## src/verilog/csc_pkg.sv

```systemverilog
package csc_pkg;

    // ----------------------------------------------------------------
    // Session states, commands, instructions and status codes
    // ----------------------------------------------------------------

    // Session state of the receiver side.
    typedef enum logic [1:0] {
        CSC_IDLE   = 2'b00,
        CSC_CALLIN = 2'b01,
        CSC_COMM   = 2'b10
    } csc_state_t;

    // Command issued by the receiver to the card.
    typedef enum logic [1:0] {
        CSC_CMD_NONE    = 2'b00,
        CSC_CMD_REPORT  = 2'b01,
        CSC_CMD_CENTER  = 2'b10,
        CSC_CMD_REQDATA = 2'b11
    } csc_cmd_t;

    // Instruction field carried by a card response.
    localparam logic [1:0] CSC_INS_NONE       = 2'h0;
    localparam logic [1:0] CSC_INS_START      = 2'h1;
    localparam logic [1:0] CSC_INS_DISCONNECT = 2'h2;

    // Connection status carried by a report command.
    localparam logic [1:0] CSC_ST_NONE         = 2'h0;
    localparam logic [1:0] CSC_ST_CONNECTED    = 2'h1;
    localparam logic [1:0] CSC_ST_FAILED       = 2'h2;
    localparam logic [1:0] CSC_ST_DISCONNECTED = 2'h3;

    // Protocol unit index width and special values.
    localparam int         CSC_UNIT_W     = 8;
    localparam logic [7:0] CSC_UNIT_NONE  = 8'h00;
    localparam logic [7:0] CSC_UNIT_FIRST = 8'h01;
    localparam logic [7:0] CSC_UNIT_STEP  = 8'h01;

endpackage

```

## src/verilog/csc_unit_tracker.sv

```systemverilog
`timescale 1ns/1ps
module csc_unit_tracker
    import csc_pkg::*;
(
    input  wire logic       clk,
    input  wire logic       reset,
    input  wire logic       firstReply,
    input  wire logic       advance,
    input  wire logic [7:0] unitIndex,
    input  wire logic [7:0] finalIndex,
    output logic            isLast,
    output logic            isError,
    output logic [7:0]      nextIndex
);

    // ----------------------------------------------------------------
    // Expected unit index
    // ----------------------------------------------------------------

    logic [7:0] expected_ff;     // Index expected in the next data reply.
    logic [7:0] nxt_expected;    // Next value of the expected index.
    logic [7:0] expNow;          // Index expected for the reply in hand.

    // The first reply of a block restarts the count at the first unit.
    always_comb begin
        expNow       = firstReply ? CSC_UNIT_FIRST : expected_ff;
        isLast       = (unitIndex == finalIndex);
        isError      = (unitIndex != expNow);
        nextIndex    = expNow + CSC_UNIT_STEP;
        nxt_expected = advance ? nextIndex : expected_ff;
    end

    // Registers the expected index.
    always_ff @(posedge clk) begin
        if (reset) begin
            expected_ff <= CSC_UNIT_FIRST;
        end else begin
            expected_ff <= nxt_expected;
        end
    end

endmodule

```

## src/verilog/csc_controller.sv

```systemverilog
`timescale 1ns/1ps
module csc_controller
    import csc_pkg::*;
(
    input  wire logic       clk,
    input  wire logic       reset,
    input  wire logic       cardRespValid,
    input  wire logic [1:0] cardInstr,
    input  wire logic [7:0] respUnitIndex,
    input  wire logic [7:0] respFinalIndex,
    input  wire logic       modemConnected,
    input  wire logic       modemBusy,
    input  wire logic       cardError,
    input  wire logic       cardAbsent,
    input  wire logic       lineFault,
    input  wire logic       carrierLost,
    input  wire logic       respTimeout,
    input  wire logic       centerTimeout,
    input  wire logic       centerDataValid,
    output csc_state_t      sessionState_ff,
    output logic            dialStart_ff,
    output logic            hangUp_ff,
    output logic            cmdValid_ff,
    output csc_cmd_t        cmdCode_ff,
    output logic [1:0]      cmdStatus_ff,
    output logic [7:0]      cmdUnitIndex_ff,
    output logic            forwardToCenter_ff,
    output logic            purchaseDisable_ff
);

    // ----------------------------------------------------------------
    // Declarations
    // ----------------------------------------------------------------

    logic       outstanding_ff;      // A command awaits its response.
    csc_cmd_t   lastCmd_ff;          // Kind of the command last issued.
    logic       pendValid_ff;        // A command waits to be issued.
    csc_cmd_t   pendCode_ff;         // Kind of the waiting command.
    logic [1:0] pendStatus_ff;       // Status carried by a waiting report.
    logic [7:0] pendUnit_ff;         // Unit index of a waiting request.

    csc_state_t nxt_sessionState;
    logic       nxt_dialStart;
    logic       nxt_hangUp;
    logic       nxt_forwardToCenter;
    logic       nxt_purchaseDisable;
    logic       nxt_pendValid;
    csc_cmd_t   nxt_pendCode;
    logic [1:0] nxt_pendStatus;
    logic [7:0] nxt_pendUnit;
    logic       nxt_cmdValid;
    csc_cmd_t   nxt_cmdCode;
    logic [1:0] nxt_cmdStatus;
    logic [7:0] nxt_cmdUnitIndex;
    logic       nxt_outstanding;
    csc_cmd_t   nxt_lastCmd;

    logic       discInstr;           // Card asks to disconnect the call.
    logic       startInstr;          // Card asks to start a call-in.
    logic       dataResp;            // Reply that carries protocol data.
    logic       unitLast;            // Reply holds the final unit.
    logic       unitErr;             // Reply holds an unexpected unit.
    logic [7:0] unitNext;            // Unit index to request next.
    logic       advanceUnit;         // Step the expected unit index.
    logic       commErr;             // Any error that ends communications.

    // ----------------------------------------------------------------
    // Event decode
    // ----------------------------------------------------------------

    // Instructions and data replies only count when a response arrives.
    always_comb begin
        discInstr  = cardRespValid && (cardInstr == CSC_INS_DISCONNECT);
        startInstr = cardRespValid && (cardInstr == CSC_INS_START);
        dataResp   = cardRespValid && ((lastCmd_ff == CSC_CMD_CENTER) || (lastCmd_ff == CSC_CMD_REQDATA));
        // A unit error only matters when the card announced several units.
        commErr    = cardError || cardAbsent || lineFault || carrierLost || respTimeout || centerTimeout
                     || (dataResp && (respFinalIndex != CSC_UNIT_NONE) && unitErr);
        advanceUnit = (sessionState_ff == CSC_COMM) && dataResp && !discInstr && !commErr;
    end

    // Tracks the unit index across a multi-part reply.
    csc_unit_tracker u_tracker (
        .clk        (clk),
        .reset      (reset),
        .firstReply (lastCmd_ff == CSC_CMD_CENTER),
        .advance    (advanceUnit),
        .unitIndex  (respUnitIndex),
        .finalIndex (respFinalIndex),
        .isLast     (unitLast),
        .isError    (unitErr),
        .nextIndex  (unitNext)
    );

    // ----------------------------------------------------------------
    // Session state machine
    // ----------------------------------------------------------------

    // Computes the next session state and the commands it queues.
    always_comb begin
        nxt_sessionState    = sessionState_ff;
        nxt_dialStart       = 1'b0;
        nxt_hangUp          = 1'b0;
        nxt_forwardToCenter = 1'b0;
        nxt_purchaseDisable = purchaseDisable_ff;
        nxt_pendValid       = pendValid_ff;
        nxt_pendCode        = pendCode_ff;
        nxt_pendStatus      = pendStatus_ff;
        nxt_pendUnit        = pendUnit_ff;
        // A waiting command leaves the slot once it is issued.
        if (pendValid_ff && !outstanding_ff) begin
            nxt_pendValid = 1'b0;
        end
        case (sessionState_ff)
            CSC_IDLE: begin
                // A disconnect instruction is ignored here.
                if (cardError || cardAbsent) begin
                    nxt_purchaseDisable = 1'b1;
                end else if (startInstr) begin
                    nxt_dialStart    = 1'b1;
                    nxt_sessionState = CSC_CALLIN;
                end
            end
            CSC_CALLIN: begin
                if (discInstr || cardError || cardAbsent) begin
                    nxt_hangUp       = 1'b1;
                    nxt_sessionState = CSC_IDLE;
                end else if (modemBusy || lineFault || carrierLost) begin
                    nxt_hangUp       = 1'b1;
                    nxt_pendValid    = 1'b1;
                    nxt_pendCode     = CSC_CMD_REPORT;
                    nxt_pendStatus   = CSC_ST_FAILED;
                    nxt_sessionState = CSC_IDLE;
                end else if (modemConnected) begin
                    nxt_pendValid       = 1'b1;
                    nxt_pendCode        = CSC_CMD_REPORT;
                    nxt_pendStatus      = CSC_ST_CONNECTED;
                    nxt_purchaseDisable = 1'b0;
                    nxt_sessionState    = CSC_COMM;
                end
            end
            CSC_COMM: begin
                if (discInstr) begin
                    nxt_hangUp       = 1'b1;
                    nxt_sessionState = CSC_IDLE;
                end else if (commErr) begin
                    nxt_hangUp       = 1'b1;
                    nxt_pendValid    = 1'b1;
                    nxt_pendCode     = CSC_CMD_REPORT;
                    nxt_pendStatus   = CSC_ST_DISCONNECTED;
                    nxt_sessionState = CSC_IDLE;
                end else if (dataResp) begin
                    // Forward once a single reply or the final unit is in.
                    if ((respFinalIndex == CSC_UNIT_NONE) || unitLast) begin
                        nxt_forwardToCenter = 1'b1;
                    end else begin
                        nxt_pendValid  = 1'b1;
                        nxt_pendCode   = CSC_CMD_REQDATA;
                        nxt_pendStatus = CSC_ST_NONE;
                        nxt_pendUnit   = unitNext;
                    end
                end else if (centerDataValid) begin
                    nxt_pendValid  = 1'b1;
                    nxt_pendCode   = CSC_CMD_CENTER;
                    nxt_pendStatus = CSC_ST_NONE;
                    nxt_pendUnit   = CSC_UNIT_NONE;
                end
            end
            default: begin
                nxt_sessionState = CSC_IDLE;
            end
        endcase
    end

    // ----------------------------------------------------------------
    // Command issue
    // ----------------------------------------------------------------

    // Issues a waiting command only while no response is owed.
    always_comb begin
        nxt_cmdValid     = 1'b0;
        nxt_cmdCode      = cmdCode_ff;
        nxt_cmdStatus    = cmdStatus_ff;
        nxt_cmdUnitIndex = cmdUnitIndex_ff;
        nxt_lastCmd      = lastCmd_ff;
        nxt_outstanding  = outstanding_ff;
        if (cardRespValid || respTimeout) begin
            nxt_outstanding = 1'b0;
        end
        if (pendValid_ff && !outstanding_ff) begin
            nxt_cmdValid     = 1'b1;
            nxt_cmdCode      = pendCode_ff;
            nxt_cmdStatus    = pendStatus_ff;
            nxt_cmdUnitIndex = (pendCode_ff == CSC_CMD_REQDATA) ? pendUnit_ff : CSC_UNIT_NONE;
            nxt_lastCmd      = pendCode_ff;
            nxt_outstanding  = 1'b1;
        end
    end

    // Registers every piece of control state.
    always_ff @(posedge clk) begin
        if (reset) begin
            sessionState_ff    <= CSC_IDLE;
            dialStart_ff       <= 1'b0;
            hangUp_ff          <= 1'b0;
            forwardToCenter_ff <= 1'b0;
            purchaseDisable_ff <= 1'b0;
            pendValid_ff       <= 1'b0;
            pendCode_ff        <= CSC_CMD_NONE;
            pendStatus_ff      <= CSC_ST_NONE;
            pendUnit_ff        <= CSC_UNIT_NONE;
            cmdValid_ff        <= 1'b0;
            cmdCode_ff         <= CSC_CMD_NONE;
            cmdStatus_ff       <= CSC_ST_NONE;
            cmdUnitIndex_ff    <= CSC_UNIT_NONE;
            lastCmd_ff         <= CSC_CMD_NONE;
            outstanding_ff     <= 1'b0;
        end else begin
            sessionState_ff    <= nxt_sessionState;
            dialStart_ff       <= nxt_dialStart;
            hangUp_ff          <= nxt_hangUp;
            forwardToCenter_ff <= nxt_forwardToCenter;
            purchaseDisable_ff <= nxt_purchaseDisable;
            pendValid_ff       <= nxt_pendValid;
            pendCode_ff        <= nxt_pendCode;
            pendStatus_ff      <= nxt_pendStatus;
            pendUnit_ff        <= nxt_pendUnit;
            cmdValid_ff        <= nxt_cmdValid;
            cmdCode_ff         <= nxt_cmdCode;
            cmdStatus_ff       <= nxt_cmdStatus;
            cmdUnitIndex_ff    <= nxt_cmdUnitIndex;
            lastCmd_ff         <= nxt_lastCmd;
            outstanding_ff     <= nxt_outstanding;
        end
    end
endmodule

```

## config.mk

```make
export PLATFORM = sky130hd
export DESIGN_NAME = csc_controller
export DESIGN_NICKNAME = d
export VERILOG_FILES = /design/src/verilog/csc_pkg.sv /design/src/verilog/csc_unit_tracker.sv /design/src/verilog/csc_controller.sv
export SDC_FILE = /design/constraint.sdc
export NUM_CORES = 1
export LEC_CHECK = 0
export ABC_AREA = 1
export BUFFER_PORTS_ARGS = -buffer_cell sky130_fd_sc_hd__buf_2
export CORE_MARGIN = 2
export CORE_UTILIZATION = 45
export DETAILED_ROUTE_END_ITERATION = 12
export GPL_ROUTABILITY_DRIVEN = 0
export GPL_TIMING_DRIVEN = 0
export PLACE_DENSITY_LB_ADDON = 0.08
export SLEW_MARGIN = 20
export SYNTH_ARGS = -nofsm -noshare
export SYNTH_HDL_FRONTEND = slang
export SYNTH_SLANG_ARGS = --single-unit
```

## constraint.sdc

```tcl
create_clock -name clk -period 2.79 [get_ports clk]
set_input_delay 0.279 -clock clk [delete_from_list [all_inputs] [get_ports clk]]
set_output_delay 0.279 -clock clk [all_outputs]
set_load 0.005 [all_outputs]
```

# Word level (Yosys, flattened, before mapping)
# Cells that the tools add are included.
dict set report word_totals {
  ff_bits 41
  in_bits 30
  out_inout_bits 19
  elab_cells 136
}
dict set report op_classes {
  n_addsub 1
  eq_ne 22
  mux 55
  bitwise 5
  reduce_logical 38
}
# operator count
set ops {}
lappend ops {{$mux 2} 22}
lappend ops {{$mux 8} 5}
lappend ops {{$mux 1} 22}
lappend ops {{$ne 2x2->1 const B} 8}
lappend ops {{$logic_or 1x1->1} 13}
lappend ops {{$ne 4x4->1 const B} 3}
lappend ops {{$eq 2x2->1 const B} 5}
lappend ops {{$reduce_and 5->1} 2}
lappend ops {{$logic_and 1x1->1} 9}
lappend ops {{$add 8x1->8 const B} 1}
lappend ops {{$eq 8x8->1} 1}
lappend ops {{$logic_not 8->1} 1}
lappend ops {{$ne 8x8->1} 1}
lappend ops {{$pmux 2 s2} 2}
lappend ops {{$reduce_bool 2->1} 4}
lappend ops {{$reduce_bool 8->1} 1}
lappend ops {{$ne 3x3->1 const B} 2}
lappend ops {{$pmux 1 s2} 3}
lappend ops {{$pmux 2 s3} 1}
lappend ops {{$reduce_and 6->1} 1}
lappend ops {{$not 1->1} 5}
lappend ops {{$reduce_or 5->1} 1}
lappend ops {{$eq 2x1->1 const B} 2}
lappend ops {{$reduce_and 4->1} 1}
lappend ops {{other kinds (3)} 5}

# Depth between registers and ports, before layout
dict set report depth {
  ltp_word 9
  mapped_depth 18
  ltp_nobuf 17
}

# Hierarchy
# A second synthesis with hierarchy kept.
dict set report unflattened {
  cells_unflattened 339
  area_unflattened_um2 2347.3
}
# mod instances cells_per_inst area_each_um2 seq_area_each_um2
set modules_own_cells {}
lappend modules_own_cells {csc_controller 1 219 1632.8 660.6}
lappend modules_own_cells {csc_unit_tracker 1 120 714.4 160.2}

# Worst setup path after synthesis
# OpenSTA, ideal clock, no wires.
dict set report synth_timing {
  path_type {reg-to-reg}
  startpoint {reg sessionState_ff[0]}
  endpoint {reg u_tracker.expected_ff[0]}
  setup_time_ps 112
  arrival_ps 1675
  t_required_ps 2678
  setup_slack_ps 1003
  stages_incl_launch_ff 12
  n_path_buf 2
  synth_period_minus_slack_ps 1787
  path_cell_list {dfxtp_1 inv_1 ha_1 clkbuf_1 nand2_1 nor2_1 nand2_4 buf_6 nand2_1 o21ai_1 nor2_1 inv_1}
}
dict set report synth_between {
  elab_chain_len 4
}
# item line
set synth_rtl {}
lappend synth_rtl {{start: declaration} csc_controller.sv:20} ;# output csc_state_t sessionState_ff,
lappend synth_rtl {{start signal: assignment} csc_controller.sv:219} ;# sessionState_ff <= nxt_sessionState;
lappend synth_rtl {{$eq 2x2->1} csc_controller.sv:79} ;# advanceUnit = (sessionState_ff == CSC_COMM) && dataResp && !discInstr && !commErr;
lappend synth_rtl {{$logic_and 1x1->1 (3 in series)} csc_controller.sv:79}
lappend synth_rtl {{end signal: assignment} csc_unit_tracker.sv:38} ;# expected_ff <= nxt_expected;
lappend synth_rtl {{end: declaration} csc_unit_tracker.sv:20} ;# logic [7:0] expected_ff;
# No other way between the ends.
# A chain may end at the register's enable or synchronous reset.

# Worst setup path in the final report
# Ends and elaborated chain as after synthesis.

==> impl_results.md <==
- Number of hold-slack violations in the final timing report: 0
- Combined buffer and inverter count along the critical path: 4
- Total vias in the final route: 2181
- Maximum clock frequency: roughly 480 MHz
- Worst Min Path Start: cardInstr[0]
- Synthesized instance count: between 300 and 400
- Terminus of the critical flop-to-flop path: u_tracker.expected_ff[0]$_SDFFE_PP1P_
- Resized cells post-CTS: 0
- First-pass iteration count of the detailed router: 4
- Clock tree from TritonCTS: built
- Hold-fix buffers, CTS: 0
- Post-CTS clock slew at the launch and capture registers of the worst setup and hold paths: ~0.080 ns
- Register Area: 821 um2
- Number of buffers created by CTS: 5
- Diode insertion count for antenna repair: 0
- Startpoint kind of the worst setup timing path: register
- Critical path class: reg2reg
- Final Total Pwr: approximately 1.8 mW
- Net count reported at finish: ~430
- Largest net degree at the start of global routing: 14
- Synth top area share: a little over a third
- Number of fill cells: 518
- Worst setup EP type: register
- Relative slew slack: between 60 and 70%
- Die area: between 0.005 and 0.006 mm2
- VDD IR max: 0.279 mV
- Number of flip-flops and latches in the synthesized netlist: 41
- Worst setup path startpoint: sessionState_ff[0]$_SDFFE_PP0P_
- Residual DRC: 0
- Clock latency of the later-clocked register in the worst-skew pair: approximately 0.3 ns
- Buffers inserted during post-CTS setup optimization: 0
- Via count of the first global-routing pass: roughly 1900
- Half-perimeter wire length of the detailed placement result: between 4000 and 5000 um
- CP required: 2.98 ns
- Biggest fanout along the worst timing path: 10
- Number of placed I/O pins: 49
- Top FF cell, synth: dfxtp_1
- Share of flip-flops with an asynchronous set or reset after synthesis: 0%
- Final worst path period need: roughly 2.1 ns
- Leading post-synthesis cells by instance count: nand2_1 (82), inv_1 (53), nor2_1 (42)
- Critical register-to-register path startpoint: sessionState_ff[0]$_SDFFE_PP0P_
- Final critical-path share of the clock period: between 70% and 80%
- Leading cell types by total area after synthesis: dfxtp_1 (36%), nand2_1 (13%), inv_1 (8.7%), nor2_1 (6.9%), a21oi_1 (5.7%)
- Yosys cell types: 28
- Final Skew: between 0.005 and 0.006 ns
- First-pass GRT wire length: around 8500 um
- Mean Syn Cell Area: around 6.7 um2
- Slowest cell on crit path: nor2_1
- Worst hold-check path type: in2reg
- Maximum count of clock buffers along a single path: 2
- Setup slack of the most critical reg-to-reg path: between 0.7 and 0.8 ns
- Number of H-tree branching levels: 2
- Sequential element share of the synthesized area: between 30 and 40%
- Setup repair after global routing missed its margin: false
- Average vias per placed instance: around 4.6
- Synth Cell Area: around 0.0023 mm2
- Critical path endpoint: u_tracker.expected_ff[0]$_SDFFE_PP1P_
- Number of pins with negative max-slew slack in the final report: 0
- Row cnt: 26
- Total of endpoints with negative setup slack in the final report: 0
- Biggest area consumer among synthesized cells: dfxtp_1
- Multi-input combinational cell area: about 0.0012 mm2
- Effective utilization at floorplan: 45.9%
- Worst Max-Slew Pin Slew: approximately 0.58 ns
- Leak: around 1.3 nW
- Floorplan Core Area: 0.00501 mm2
- Aggregate global-route resource usage: between 10% and 20%
- Summed negative setup slack over all endpoints: 0 ns
- Detailed-route wire length per cell: 10.9 um
- Global route total overflow: 0
- Clock root cell: clkbuf_8
- Data arrival at the endpoint of the critical path: ~2.3 ns
- Port buffer count: 48
- Number of synthesized flops with an enable pin: 0
- Cells along the critical path: inv_1 > ha_1 > clkbuf_1 > nand2_1 > nor2_1 > nand2_4 > buf_6 > nand2_1 > o21ai_1 > nor2_1 > inv_1
- Power Density: roughly 650 mW/mm2
- Fraction of layout instances using a drive strength above 1: 17.3%
- Area growth from synthesis to layout: 19.1%
- Sinks on Clock Net: between 40 and 50
- Wirelength, routed: roughly 5000 um
- Cell type group with the largest total delay on the critical path: simple AND/OR/NAND/NOR gates
- Detailed Route Iter0 Violations: between 70 and 80
- Height of the die: around 75 um
- Chip width: ~75 um
- Count of warnings emitted by yosys: 0
- Syn Nets: ~380
- Slowest cell delay on critical path: around 0.47 ns
- Depth of the worst register-to-register path: 11
- Number of antenna violations at the first check in global routing: 0
- Routed Antenna Nets: 0
- Maxcap violations: 0
- Number of cells on the critical path: 11
- Outcome: complete, no violations
- Most instantiated library cell after synthesis: nand2_1
-- layer usage --
metal | vias up | track usage [%] | share of wire (%)
met1 | 919 | 29.0 | 52
met5 | - | 0 | 0
li1 | 1197 | - | -
met2 | 58 | 28.5 | 41
met3 | 7 | 4.10 | 5.4
met4 | 0 | 6.43 | 1.4
-- logic make-up after synthesis --
family | Yosys count | synth area share [%]
AO/OA/AOI/OAI | 55 | 13.9
AND/OR/NAND/NOR | 166 | 31.7
adder cells (fa/ha/maj) | 4 | 2.18
flip-flops | 41 | 35.7
buffers and inverters | 65 | 11.5
XOR/XNOR | 13 | 4.95
-- area by class of cell --
type                       instances  share of cell area, %
multi-input combinational        238                   44.3
sequential                        41                   30.0
timing repair buffer              48                   8.78
inverter                          55                   7.72
tap                               70                   3.20
clock buffer                       6                   2.65
buffer                            10                   1.97
clock inverter                     2                   1.42
-- metrics by stage --
step	std cells	setup WS, ns	utilization (%)	instance area (um2)	hold WS (ns)
2_1_floorplan	344	1.00	-	2300	0.430
3_3_place_gp	462	0.756	52.4	2630	0.447
3_5_place_dp	462	0.730	52.4	2630	0.450
4_1_cts	470	0.719	54.6	2740	0.264
5_1_grt	470	0.447	54.6	2740	0.285
6_report	470	0.720	54.6	2740	0.274
-- power by group --
group	leakage, nW	switching [mW]	internal (mW)
logic	0.917	0.377	0.215
clock network	0.0554	0.215	0.269
registers	0.332	0.0355	0.655
total	1.30	0.627	1.14
-- flip-flops by register name, summed over array words and instances, names as in the netlist, 2 cells and up --
register	cells
cmdUnitIndex_ff	8
pendUnit_ff	8
u_tracker.expected_ff	8
cmdStatus_ff	2
lastCmd_ff	2
pendCode_ff	2
pendStatus_ff	2
sessionState_ff	2
-- cells in the final DEF, fill, tap and decap left out, drive strengths merged --
cell,Yosys,final
dfxtp,41,41
nand3b,1,1
a31oi,1,1
a21oi,26,26
clkbuf,7,13
xnor2,8,8
nor4,2,2
ha,4,4
nor3,4,4
buf,3,51
nor2,42,42
clkinv,0,1
nand2,88,88
a22oi,8,8
bufinv,0,1
nand3,16,16
or2,2,2
a211oi,1,1
nand4,11,11
o21bai,8,8
o21ai,11,11
inv,55,55
xor2,5,5
-- worst min-delay path, delay by kind of cell --
family        cells  cell delay (ns)
buf+inv           1             0.10
simple gates      2             0.14
-- worst min-delay path by stage --
| stage | endpoint | slack (ns) | depth (start not counted) |
|---|---|---|---|
| floorplan | cmdStatus_ff[0]$_SDFFE_PP0P_ | 0.43 | 2 |
| global placement | purchaseDisable_ff$_SDFFE_PP0P_ | 0.45 | 2 |
| detailed placement | purchaseDisable_ff$_SDFFE_PP0P_ | 0.45 | 2 |
| CTS | dialStart_ff$_SDFF_PP0_ | 0.26 | 3 |
| global route | dialStart_ff$_SDFF_PP0_ | 0.28 | 3 |
| finish | dialStart_ff$_SDFF_PP0_ | 0.27 | 3 |
No activity file was read; power rests on OpenSTA's default activity.
